[config.mk]
export PLATFORM = sky130hd
export DESIGN_NAME = pnp_config_register_bank
export DESIGN_NICKNAME = d
export VERILOG_FILES = /design/src/core/pnp_config_register_bank.v /design/src/core/res_byte_holder.v
export VERILOG_INCLUDE_DIRS = /design/src /design/src/core
export SDC_FILE = /design/constraint.sdc
export NUM_CORES = 1
export LEC_CHECK = 0
export CORE_ASPECT_RATIO = 1.4
export CORE_MARGIN = 3
export CORE_UTILIZATION = 40
export DETAILED_ROUTE_END_ITERATION = 10
export DONT_BUFFER_PORTS = 1
export GPL_TIMING_DRIVEN = 0
export PLACE_DENSITY_LB_ADDON = 0.08
export SLEW_MARGIN = 20
export SYNTH_ARGS = -nofsm -noshare
export SYNTH_HDL_FRONTEND = slang
export SYNTH_HIERARCHICAL = 1
export SYNTH_SLANG_ARGS = --single-unit
[constraint.sdc]
create_clock -name pclk -period 2.3 [get_ports pclk]
set_clock_uncertainty 0.05 [all_clocks]
set_input_delay 0.345 -clock pclk [delete_from_list [all_inputs] [get_ports pclk]]
set_output_delay 0.345 -clock pclk [all_outputs]
set_load 0.01 [all_outputs]
[src/core/pnp_regs_defs.vh]
// Behaviour
// RQ1 - control registers 0x00-0x07, activation, range check
// RQ2 - index 0x00 holds read port address
// RQ3 - index 0x01 serves serial isolation
// RQ4 - bit2 of 0x02 clears select number
// RQ5 - bit1 of 0x02 returns to key wait
// RQ6 - bit0 of 0x02 resets all logical devices
// RQ7 - write 0x03 wakes only on number match
// RQ8 - read 0x04 gives next resource byte
// RQ9 - bit0 of 0x05 reports resource byte ready
// RQ10 - index 0x06 holds card select number
// RQ11 - bit0 of 0x30 activates device
// RQ12 - bits 1:0 of 0x31 enable range check
// RQ13 - resource registers with fixed constant bits
// RQ14 - by default always answers configuration software; code ignores standard key 6A while eeprom_valid is low
// RQ15 - legacy mode ignores standard key 6A
// RQ16 - legacy mode only vendor key reconfigures
// RQ17 - vendor key 6B recognised without EEPROM
// RQ18 - host sets legacy via bit6 of 0xF0
// RQ19 - legacy preferably set from EEPROM vendor byte
// RQ20 - interrupt type bit one means level
// RQ21 - interrupt polarity reads complement of type
// RQ22 - no irq or dma drive until activated
// RQ23 - fixed bits ignore writes, read constant
`ifndef PNP_REGS_DEFS_VH
`define PNP_REGS_DEFS_VH
`define IDX_READ_PORT     8'h00
`define IDX_ISOLATION     8'h01
`define IDX_CONFIG_CTRL   8'h02
`define IDX_WAKE          8'h03
`define IDX_RES_BYTE      8'h04
`define IDX_RES_STATUS    8'h05
`define IDX_CSN           8'h06
`define IDX_LDEV          8'h07
`define IDX_ACTIVATE      8'h30
`define IDX_RANGE_CHECK   8'h31
`define IDX_ROM_BASE_HI   8'h40
`define IDX_ROM_BASE_LO   8'h41
`define IDX_ROM_WIDTH     8'h42
`define IDX_ROM_SIZE_HI   8'h43
`define IDX_ROM_SIZE_LO   8'h44
`define IDX_SM_BASE_HI    8'h48
`define IDX_SM_BASE_LO    8'h49
`define IDX_SM_WIDTH      8'h4A
`define IDX_SM_SIZE_HI    8'h4B
`define IDX_SM_SIZE_LO    8'h4C
`define IDX_IO_BASE_HI    8'h60
`define IDX_IO_BASE_LO    8'h61
`define IDX_IRQ_SEL       8'h70
`define IDX_IRQ_TYPE      8'h71
`define IDX_DMA_SEL       8'h74
`define IDX_VENDOR        8'hF0
`define IDX_KEY_STATUS    8'hF8
`define BIT_CLEAR_CSN     2
`define BIT_WAIT_KEY      1
`define BIT_RESET_ALL     0
`define BIT_LEGACY        6
`define FIX_IO_BASE_HI    8'h02
`define FIX_ROM_BASE_HI   8'h0C
`define FIX_ROM_SIZE_HI   8'hFE
`define FIX_SM_BASE_HI    8'h0C
`define FIX_SM_SIZE_HI    8'hFE
`define RST_IRQ_SEL       4'h3
`define RST_DMA_SEL       3'h3
`define KEY_STANDARD      8'h6A
`define KEY_VENDOR        8'h6B
`define ST_WAIT_KEY       2'h0
`define ST_SLEEP          2'h1
`define ST_ISOLATE        2'h2
`define ST_CONFIG         2'h3
`endif

[src/core/pnp_config_register_bank.v]
// Decided for this implementation: the APB slave port.
`timescale 1ns/1ps
`include "pnp_regs_defs.vh"
module pnp_config_register_bank
(
   input  wire        pclk,                  // 40 MHz clock
   input  wire        presetn,               // async reset, low
   input  wire        psel,                  // apb select
   input  wire        penable,               // apb access phase
   input  wire        pwrite,                // apb direction
   input  wire [11:0] paddr,                 // byte address, index*4
   input  wire [31:0] pwdata,                // write data
   output reg  [31:0] prdata,                // read data
   output reg         pready,                // transfer done
   output reg         pslverr,               // unmapped index or misaligned address
   input  wire        key_seen,              // key detector pulse
   input  wire [7:0]  key_id,                // id of key seen
   input  wire        eeprom_valid,          // EEPROM contents good
   input  wire        res_valid,             // loader byte offered
   input  wire [7:0]  res_data,              // loader byte
   output reg         res_ready,             // holder free
   input  wire        load_strobe,           // EEPROM image load
   input  wire [3:0]  load_io_base,          // image io base
   input  wire [3:0]  load_irq_sel,          // image irq select
   input  wire        load_irq_type,         // image irq type
   input  wire [2:0]  load_dma_sel,          // image dma select
   input  wire [7:0]  load_vendor,           // image vendor byte
   input  wire        dev_irq,               // core interrupt request
   input  wire        dev_dma_req,           // core dma request
   output reg  [7:0]  read_port_address,     // read data port address
   output reg  [7:0]  isolation_value,       // isolation register
   output reg         device_reset,          // reset logical devices
   output reg  [1:0]  config_state,          // configuration state
   output reg         active,                // device activated
   output reg  [1:0]  range_check_enable,    // range check command
   output reg  [3:0]  io_base_match,         // io base decode
   output reg  [3:0]  rom_base_match,        // rom base decode
   output reg         rom_wide_access,       // 16-bit rom cycles
   output reg  [3:0]  rom_size,              // rom size
   output reg  [4:0]  shared_mem_base,       // shared memory base
   output reg         shared_mem_wide_access,// 16-bit shared memory
   output reg  [3:0]  shared_mem_size,       // shared memory size
   output reg         irq_level_mode,        // 1 level, 0 edge
   output reg  [7:0]  vendor_options,        // vendor option byte
   output reg         irq_out,               // routed interrupt
   output reg         irq_oe,                // interrupt pin driven
   output reg  [3:0]  irq_route,             // selected irq
   output reg         dma_out,               // routed dma request
   output reg         dma_oe,                // dma pin driven
   output reg  [2:0]  dma_route              // selected channel
);
   reg  [7:0] card_select_number;
   reg  [7:0] logical_device_index;
   reg  [3:0] irq_sel;
   reg  [2:0] dma_sel;
   reg  [7:0] next_rdata;
   reg        next_err;
   wire [7:0] idx    = paddr[9:2];
   wire [7:0] wb     = pwdata[7:0];
   wire       access = psel && penable && pready;
   wire       wr     = access && pwrite && (paddr[1:0] == 2'b00);
   // a misaligned read must not consume a resource byte
   wire       rd     = access && !pwrite && (paddr[1:0] == 2'b00);
   wire       legacy = vendor_options[`BIT_LEGACY];
   wire       holder_full;
   wire [7:0] holder_data;
   wire       holder_ready;
   wire       do_wait_key = wr && idx == `IDX_CONFIG_CTRL
                            && wb[`BIT_WAIT_KEY];
   // a standard key is honoured only outside legacy mode and with a
   // good image; the vendor key always gets through
   wire       key_ok = key_seen && config_state == `ST_WAIT_KEY
                       && ((key_id == `KEY_STANDARD && !legacy
                            && eeprom_valid)                 // [RQ14] [RQ15]
                           || key_id == `KEY_VENDOR);       // [RQ16] [RQ17]
   wire       take = rd && idx == `IDX_RES_BYTE && holder_full;

   res_byte_holder #(.WIDTH(8)) u_holder
   (
      .pclk     (pclk),
      .presetn  (presetn),
      .flush    (do_wait_key),
      .in_valid (res_valid),
      .in_data  (res_data),
      .in_ready (holder_ready),
      .take     (take),                                     // [RQ8]
      .full     (holder_full),
      .data     (holder_data)
   );

   // read mux; fixed bits are constants here and never stored, save vendor bit 7, a stored zero
   always @*
   begin
      next_rdata = 8'h00;
      next_err   = 1'b0;
      case (idx)
         `IDX_ISOLATION   : next_rdata = isolation_value;          // [RQ3]
         `IDX_RES_BYTE    : next_rdata = holder_data;              // [RQ8]
         `IDX_RES_STATUS  : next_rdata = {7'h00, holder_full};     // [RQ9]
         `IDX_CSN         : next_rdata = card_select_number;       // [RQ10]
         `IDX_LDEV        : next_rdata = logical_device_index;     // [RQ1]
         `IDX_ACTIVATE    : next_rdata = {7'h00, active};          // [RQ11]
         `IDX_RANGE_CHECK : next_rdata = {6'h00, range_check_enable};
         `IDX_IO_BASE_HI  : next_rdata = `FIX_IO_BASE_HI
                                        | {7'h00, io_base_match[3]}; // [RQ23]
         `IDX_IO_BASE_LO  : next_rdata = {io_base_match[2:0], 5'h00};
         `IDX_IRQ_SEL     : next_rdata = {4'h0, irq_sel};
         `IDX_IRQ_TYPE    : next_rdata = {6'h00, ~irq_level_mode,
                                          irq_level_mode};         // [RQ21]
         `IDX_DMA_SEL     : next_rdata = {5'h00, dma_sel};
         `IDX_ROM_BASE_HI : next_rdata = `FIX_ROM_BASE_HI
                                        | {7'h00, rom_base_match[3]};
         `IDX_ROM_BASE_LO : next_rdata = {rom_base_match[2:0], 5'h00};
         `IDX_ROM_WIDTH   : next_rdata = {6'h00, rom_wide_access, 1'b0};
         `IDX_ROM_SIZE_HI : next_rdata = `FIX_ROM_SIZE_HI
                                        | {7'h00, rom_size[3]};    // [RQ13]
         `IDX_ROM_SIZE_LO : next_rdata = {rom_size[2:0], 5'h00};
         `IDX_SM_BASE_HI  : next_rdata = `FIX_SM_BASE_HI
                                        | {6'h00, shared_mem_base[4:3]};
         `IDX_SM_BASE_LO  : next_rdata = {shared_mem_base[2:0], 5'h00};
         `IDX_SM_WIDTH    : next_rdata = {6'h00, shared_mem_wide_access,
                                          1'b0};
         `IDX_SM_SIZE_HI  : next_rdata = `FIX_SM_SIZE_HI
                                        | {7'h00, shared_mem_size[3]};
         `IDX_SM_SIZE_LO  : next_rdata = {shared_mem_size[2:0], 5'h00};
         `IDX_VENDOR      : next_rdata = vendor_options;
         `IDX_KEY_STATUS  : next_rdata = {6'h00, config_state};
         // write-only control ports read as zero
         `IDX_READ_PORT, `IDX_CONFIG_CTRL, `IDX_WAKE : next_rdata = 8'h00;
         default          : next_err = 1'b1;
      endcase
   end

   // apb slave: no wait state, every access completes in two edges
   always @(posedge pclk or negedge presetn)
   begin
      if (!presetn)
      begin
         pready  <= 1'b0;
         prdata  <= 32'h0000_0000;
         pslverr <= 1'b0;
      end
      else
      begin
         pready  <= psel && !penable;
         pslverr <= 1'b0;
         if (psel && !penable)
         begin
            prdata  <= pwrite ? 32'h0000_0000 : {24'h000000, next_rdata};
            pslverr <= next_err || (paddr[1:0] != 2'b00);
         end
      end
   end

   // configuration state and control registers
   always @(posedge pclk or negedge presetn)
   begin
      if (!presetn)
      begin
         config_state         <= `ST_WAIT_KEY;
         card_select_number   <= 8'h00;
         logical_device_index <= 8'h00;
         read_port_address    <= 8'h00;
         isolation_value      <= 8'h00;
         device_reset         <= 1'b0;
         active               <= 1'b0;
         range_check_enable   <= 2'b00;
         io_base_match        <= 4'h0;
         irq_sel              <= `RST_IRQ_SEL;
         irq_level_mode       <= 1'b0;
         dma_sel              <= `RST_DMA_SEL;
         rom_base_match       <= 4'h0;
         rom_wide_access      <= 1'b0;
         rom_size             <= 4'h0;
         shared_mem_base      <= 5'h00;
         shared_mem_wide_access <= 1'b0;
         shared_mem_size      <= 4'h0;
         vendor_options       <= 8'h00;
      end
      else
      begin
         device_reset <= 1'b0;
         if (key_ok)
            config_state <= `ST_SLEEP;
         if (load_strobe)
         begin
            io_base_match  <= load_io_base;
            irq_sel        <= load_irq_sel;
            irq_level_mode <= load_irq_type;
            dma_sel        <= load_dma_sel;
            // bit 7 of the vendor byte is a fixed zero
            vendor_options <= {1'b0, load_vendor[6:0]}; // [RQ19]
         end
         if (wr)
         begin
            case (idx)
               `IDX_READ_PORT   : read_port_address <= wb;  // [RQ2]
               `IDX_ISOLATION   :
               begin
                  isolation_value <= wb;                    // [RQ3]
                  if (config_state == `ST_SLEEP)
                     config_state <= `ST_ISOLATE;
               end
               `IDX_CONFIG_CTRL :
               begin
                  if (wb[`BIT_CLEAR_CSN])
                     card_select_number <= 8'h00;           // [RQ4]
                  if (wb[`BIT_WAIT_KEY])
                     config_state <= `ST_WAIT_KEY;          // [RQ5]
                  if (wb[`BIT_RESET_ALL])
                  begin
                     device_reset <= 1'b1;                  // [RQ6]
                     active       <= 1'b0;
                  end
               end
               `IDX_WAKE        :
                  if (config_state != `ST_WAIT_KEY)
                     config_state <= (wb == card_select_number)
                                     ? `ST_CONFIG : `ST_SLEEP; // [RQ7]
               `IDX_CSN         : card_select_number <= wb; // [RQ10]
               `IDX_LDEV        : logical_device_index <= wb; // [RQ1]
               `IDX_ACTIVATE    : active <= wb[0];          // [RQ11]
               `IDX_RANGE_CHECK : range_check_enable <= wb[1:0]; // [RQ12]
               `IDX_IO_BASE_HI  : io_base_match[3] <= wb[0]; // [RQ13]
               `IDX_IO_BASE_LO  : io_base_match[2:0] <= wb[7:5];
               `IDX_IRQ_SEL     : irq_sel <= wb[3:0];
               `IDX_IRQ_TYPE    : irq_level_mode <= wb[0];  // [RQ20]
               `IDX_DMA_SEL     : dma_sel <= wb[2:0];
               `IDX_ROM_BASE_HI : rom_base_match[3] <= wb[0]; // [RQ23]
               `IDX_ROM_BASE_LO : rom_base_match[2:0] <= wb[7:5];
               `IDX_ROM_WIDTH   : rom_wide_access <= wb[1];
               `IDX_ROM_SIZE_HI : rom_size[3] <= wb[0];
               `IDX_ROM_SIZE_LO : rom_size[2:0] <= wb[7:5];
               `IDX_SM_BASE_HI  : shared_mem_base[4:3] <= wb[1:0];
               `IDX_SM_BASE_LO  : shared_mem_base[2:0] <= wb[7:5];
               `IDX_SM_WIDTH    : shared_mem_wide_access <= wb[1];
               `IDX_SM_SIZE_HI  : shared_mem_size[3] <= wb[0];
               `IDX_SM_SIZE_LO  : shared_mem_size[2:0] <= wb[7:5];
               `IDX_VENDOR      : vendor_options <= {1'b0, wb[6:0]}; // [RQ18]
               default          : ;
            endcase
         end
      end
   end

   // pins stay undriven until activation, so the host can reroute first
   always @(posedge pclk or negedge presetn)
   begin
      if (!presetn)
      begin
         irq_out   <= 1'b0;
         irq_oe    <= 1'b0;
         irq_route <= `RST_IRQ_SEL;
         dma_out   <= 1'b0;
         dma_oe    <= 1'b0;
         dma_route <= `RST_DMA_SEL;
         res_ready <= 1'b0;
      end
      else
      begin
         irq_oe    <= active;                               // [RQ22]
         irq_out   <= active && dev_irq;
         irq_route <= irq_sel;
         dma_oe    <= active;                               // [RQ22]
         dma_out   <= active && dev_dma_req;
         dma_route <= dma_sel;
         res_ready <= holder_ready && !(res_valid && holder_ready);
      end
   end
endmodule // pnp_config_register_bank

[src/core/res_byte_holder.v]
`timescale 1ns/1ps
// one-byte holding stage between the EEPROM loader and the host reader
module res_byte_holder
#(
   parameter WIDTH = 8
)
(
   input  wire             pclk,      // clock
   input  wire             presetn,   // async reset, low
   input  wire             flush,     // drop held byte
   input  wire             in_valid,  // loader offers a byte
   input  wire [WIDTH-1:0] in_data,   // loader byte
   output wire             in_ready,  // holder can take a byte
   input  wire             take,      // host consumed the byte
   output reg              full,      // byte held
   output reg  [WIDTH-1:0] data       // held byte
);
   assign in_ready = ~full;
   always @(posedge pclk or negedge presetn)
   begin
      if (!presetn)
      begin
         full <= 1'b0;
         data <= {WIDTH{1'b0}};
      end
      else if (flush)
         full <= 1'b0;
      else if (in_valid && !full)
      begin
         full <= 1'b1;
         data <= in_data;
      end
      else if (take)
         full <= 1'b0;
   end
endmodule // res_byte_holder

==> run_results.csv <==
group,metric,value,unit
synthesis,synth.avg_cell_area,10.5,sq um
pwr,finalPower,4010,uW
placed_design,globalplace.congestion,0.909,
worst_setup_path,cp_max_fo,10,
final_layout,insertedDiodeCount,0,
drt,postRouteAntennaNets,0,
clocking,numCtsBuffers,9,
worst_setup_path,crit_required,2.50,ns
sta,layout_setup_ws,0.0270,ns
run_status,violations,"hold timing",
sta,rsz0062_at_grt,"false",
final_layout,area_delta_synth_final,13.0,%
final_layout,fin_cells,777,
global_route,grt_pass1_wl,28700,um
final_layout,drive_gt1_frac,0.247,
die,pin_count,191,
clocking,root_buffer,"clkbuf_16",
synthesis,ys_ff_latch,107,
worst_setup_path,r2r_cells,6,
final_layout,final_area,0.00653,sq mm
clocking,cts_tree,"yes",
placed_design,dp_hpwl,14300,um
worst_setup_path,crit_type,"input pin to flop",
pwr,p_leak,0.00288,uW
die,rows,51,
worst_setup_path,r2r_end,"u_holder/data[3]$_DFFE_PN0P_",
clocking,cts_num_sinks,107,
sta,finalSetupViolations,0,
pwr,cellInternalPower,2960,uW
pwr,p_sw_frac,0.261,
sta,hold_viol_final,107,
sta,finalMaxSlewViolations,0,
pwr,power_switching,1050,uW
sta,min_period,2.27,ns
placed_design,placed_cells,759,
sta,period_share,0.988,
die,dieHeight,148,um
hold_path,hold_path.class,"input pin to async pin",
drt,firstDrtPassIters,4,
sta,slew_headroom,0.383,
synthesis,yosys_warnings,6,
die,initial_core_util,0.411,
run_status,status,"finished, violations left",
sta,worst_pin_slew,0.913,ns
worst_setup_path,reg2reg_slack,0.14,ns
global_route,grt_max_degree,108,
final_layout,nNetsFinal,678,
clocking,h-tree-depth,3,
clocking,clk_latency,0.36,ns
global_route,track_usage,0.241,
drt,via_count,4503,
final_layout,seqCellArea,0.00269,sq mm
die,core_area,0.0140,sq mm
global_route,gr-total-overflow,0,
sta,max_freq,440,MHz
final_layout,fillCellCount,1378,
drt,routed_via_density,5.80,
global_route,first_global_vias,4635,
synthesis,synth-edff-count,0,
die,die-width,108,um
synthesis,synth_cell_types,70,
sta,holdWs,-0.377,ns
placed_design,dpl-instance-area,0.00609,sq mm
clocking,hold_buffers,1,
worst_setup_path,crit_arrival,2.47,ns
job,drv_cap,0,
synthesis,synth_seq_area_share,0.465,
global_route,grt_antenna_before_repair,0,
worst_setup_path,rr_startpoint,"pready$_DFF_PN0_",
pwr,power_density,614,mW/mm^2
drt,first_iter_violations,250,
worst_setup_path,crit_path_end_kind,"flop",
placed_design,port_buffers,0,
worst_setup_path,cp-start-kind,"input pin",
final_layout,multi_input_area,0.00286,sq mm
pwr,ir_worst_vdd,0.000428,V
pwr,seq_power_share,0.510,
synthesis,netlist_instances,551,
clocking,clk_pin_slew,0.08,ns
drt,post-route-drc-count,0,
pwr,power_frac_comb,0.084,
die,dieArea,0.0159,sq mm
drt,drt-wirelength-per-cell,24.6,um
synthesis,async_flop_share,1.00,
clocking,clockBufferDepth,2,
drt,wl,19100,um
synthesis,synth_top_flop_cell,"dfrtp_1",
placed_design,pre_cts_ws,-0.576,ns
pwr,clkPwrFrac,0.406,
synthesis,syn_area,0.00578,sq mm
[routing by layer]
metal / global-route usage / share of wire
met4: 0.116 / 0.045
met2: 0.386 / 0.48
met5: 0 / 0
met3: 0.0725 / 0.072
met1: 0.296 / 0.40
[state kept, by name, summed over array words and instances (netlist names), 5 cells and up]
| register | flops |
|---|---|
| shared_mem_base | 5 |
| isolation_value | 8 |
| vendor_options | 8 |
| card_select_number | 8 |
| read_port_address | 8 |
| logical_device_index | 8 |
| prdata | 8 |
| u_holder/data | 8 |
[worst max-delay path: stages]
cell and delay (ns):
clkbuf_2 0.16, clkbuf_1 0.26, nand4_1 0.36, nor2_1 0.20, a211oi_1 0.56, nand4_1 0.32
a22o_1 0.28
[cell type report]
type,instances,area share
multi-input cells,396,0.438
well taps,185,0.0355
clock inverters,7,0.0128
clock buffers,9,0.0345
repair buffers,5,0.00997
plain buffers,60,0.0531
flip-flops and latches,107,0.412
inverters,8,0.00460
[power groups by stage]
stage	Sequential (uW)	Combinational (uW)	Clock, uW
3_5_place_dp	2080	325	0
4_1_cts	2040	330	1660
5_1_grt	2050	365	1730
3_3_place_gp	2080	323	0
6_report	2040	337	1630
2_1_floorplan	2050	250	0
[worst max-delay path by stage]
stage                        start                        endpoint  slack [ns]  depth (start not counted)
after floorplan           paddr[9]    u_holder/data[0]$_DFFE_PN0P_        0.02                          8
after global placement    paddr[3]           prdata[3]$_DFFE_PN0P_       -0.64                          7
after global routing      paddr[5]           prdata[3]$_DFFE_PN0P_       0.006                          7
after detailed placement  paddr[1]  isolation_value[0]$_DFFE_PN0P_       -0.58                          6
after CTS                 paddr[5]  isolation_value[2]$_DFFE_PN0P_        0.05                          6
final                     paddr[9]           prdata[5]$_DFFE_PN0P_        0.03                          7
[cells in the final DEF, fill, tap and decap left out, types with 4 or more instances in the layout]
master and count:
a21oi_1 17, a22o_1 11, a22oi_1 6, a31oi_1 5
a32oi_1 6, and2_1 6, and3_1 11, buf_2 6
buf_4 27, clkbuf_1 23, clkbuf_16 9, clkbuf_2 4
conb_1 24, dfrtp_1 99, dfstp_2 8, inv_1 8
mux2_2 56, mux2i_1 21, nand2_1 45, nand2b_1 7
nand3_1 18, nand3b_1 9, nand4_1 8, nor2_1 21
nor2b_1 5, nor3_1 11, nor3_2 4, o21ai_0 25
xnor2_1 8
[repair_timing]
action	CTS	global route
setup buffers	1	3
endpoints found under the hold margin	108	107
resized for setup	8	11
endpoints found under the setup margin	38	64
pin swaps	1	2
[cell usage after synthesis (9+ instances only)]
master     n  area (sq um)
dfrtp_1   99          2480
buf_4     25           188
clkbuf_1  29           109
nand3_1   19          95.1
a22o_1    11          96.3
nor3_1    15          75.1
o21ai_0   25           125
a21oi_1   17          85.1
nor2_1    21          78.8
nand2_1   45           169
mux2_2    56           631
mux2i_1   21           210
nand3b_1   9          67.6
and3_1    12          75.1
[through the flow]
stage | hold WS (ns) | util | TNS (ns)
final | -0.377 | 0.465 | 0
after global routing | -0.391 | 0.465 | 0
after CTS | -0.384 | 0.460 | 0
after detailed placement | 0.00492 | 0.434 | -29.74
after global placement | 0.00407 | 0.434 | -29.63
after floorplan | -0.000591 | - | 0
[kinds of logic (layout without fill, tap and decap cells)]
logic type             after synthesis  in the layout  synth area share
flip-flops                         107            107             0.465
buffers and inverters               71             89            0.0661
XOR/XNOR                             8              8            0.0121
multiplexers                        80             80             0.151
AND/OR/NAND/NOR                    179            179             0.178
AO/OA/AOI/OAI                      105            105             0.126
other                                1             24          0.000649
Power figures use the tool's default switching activity.
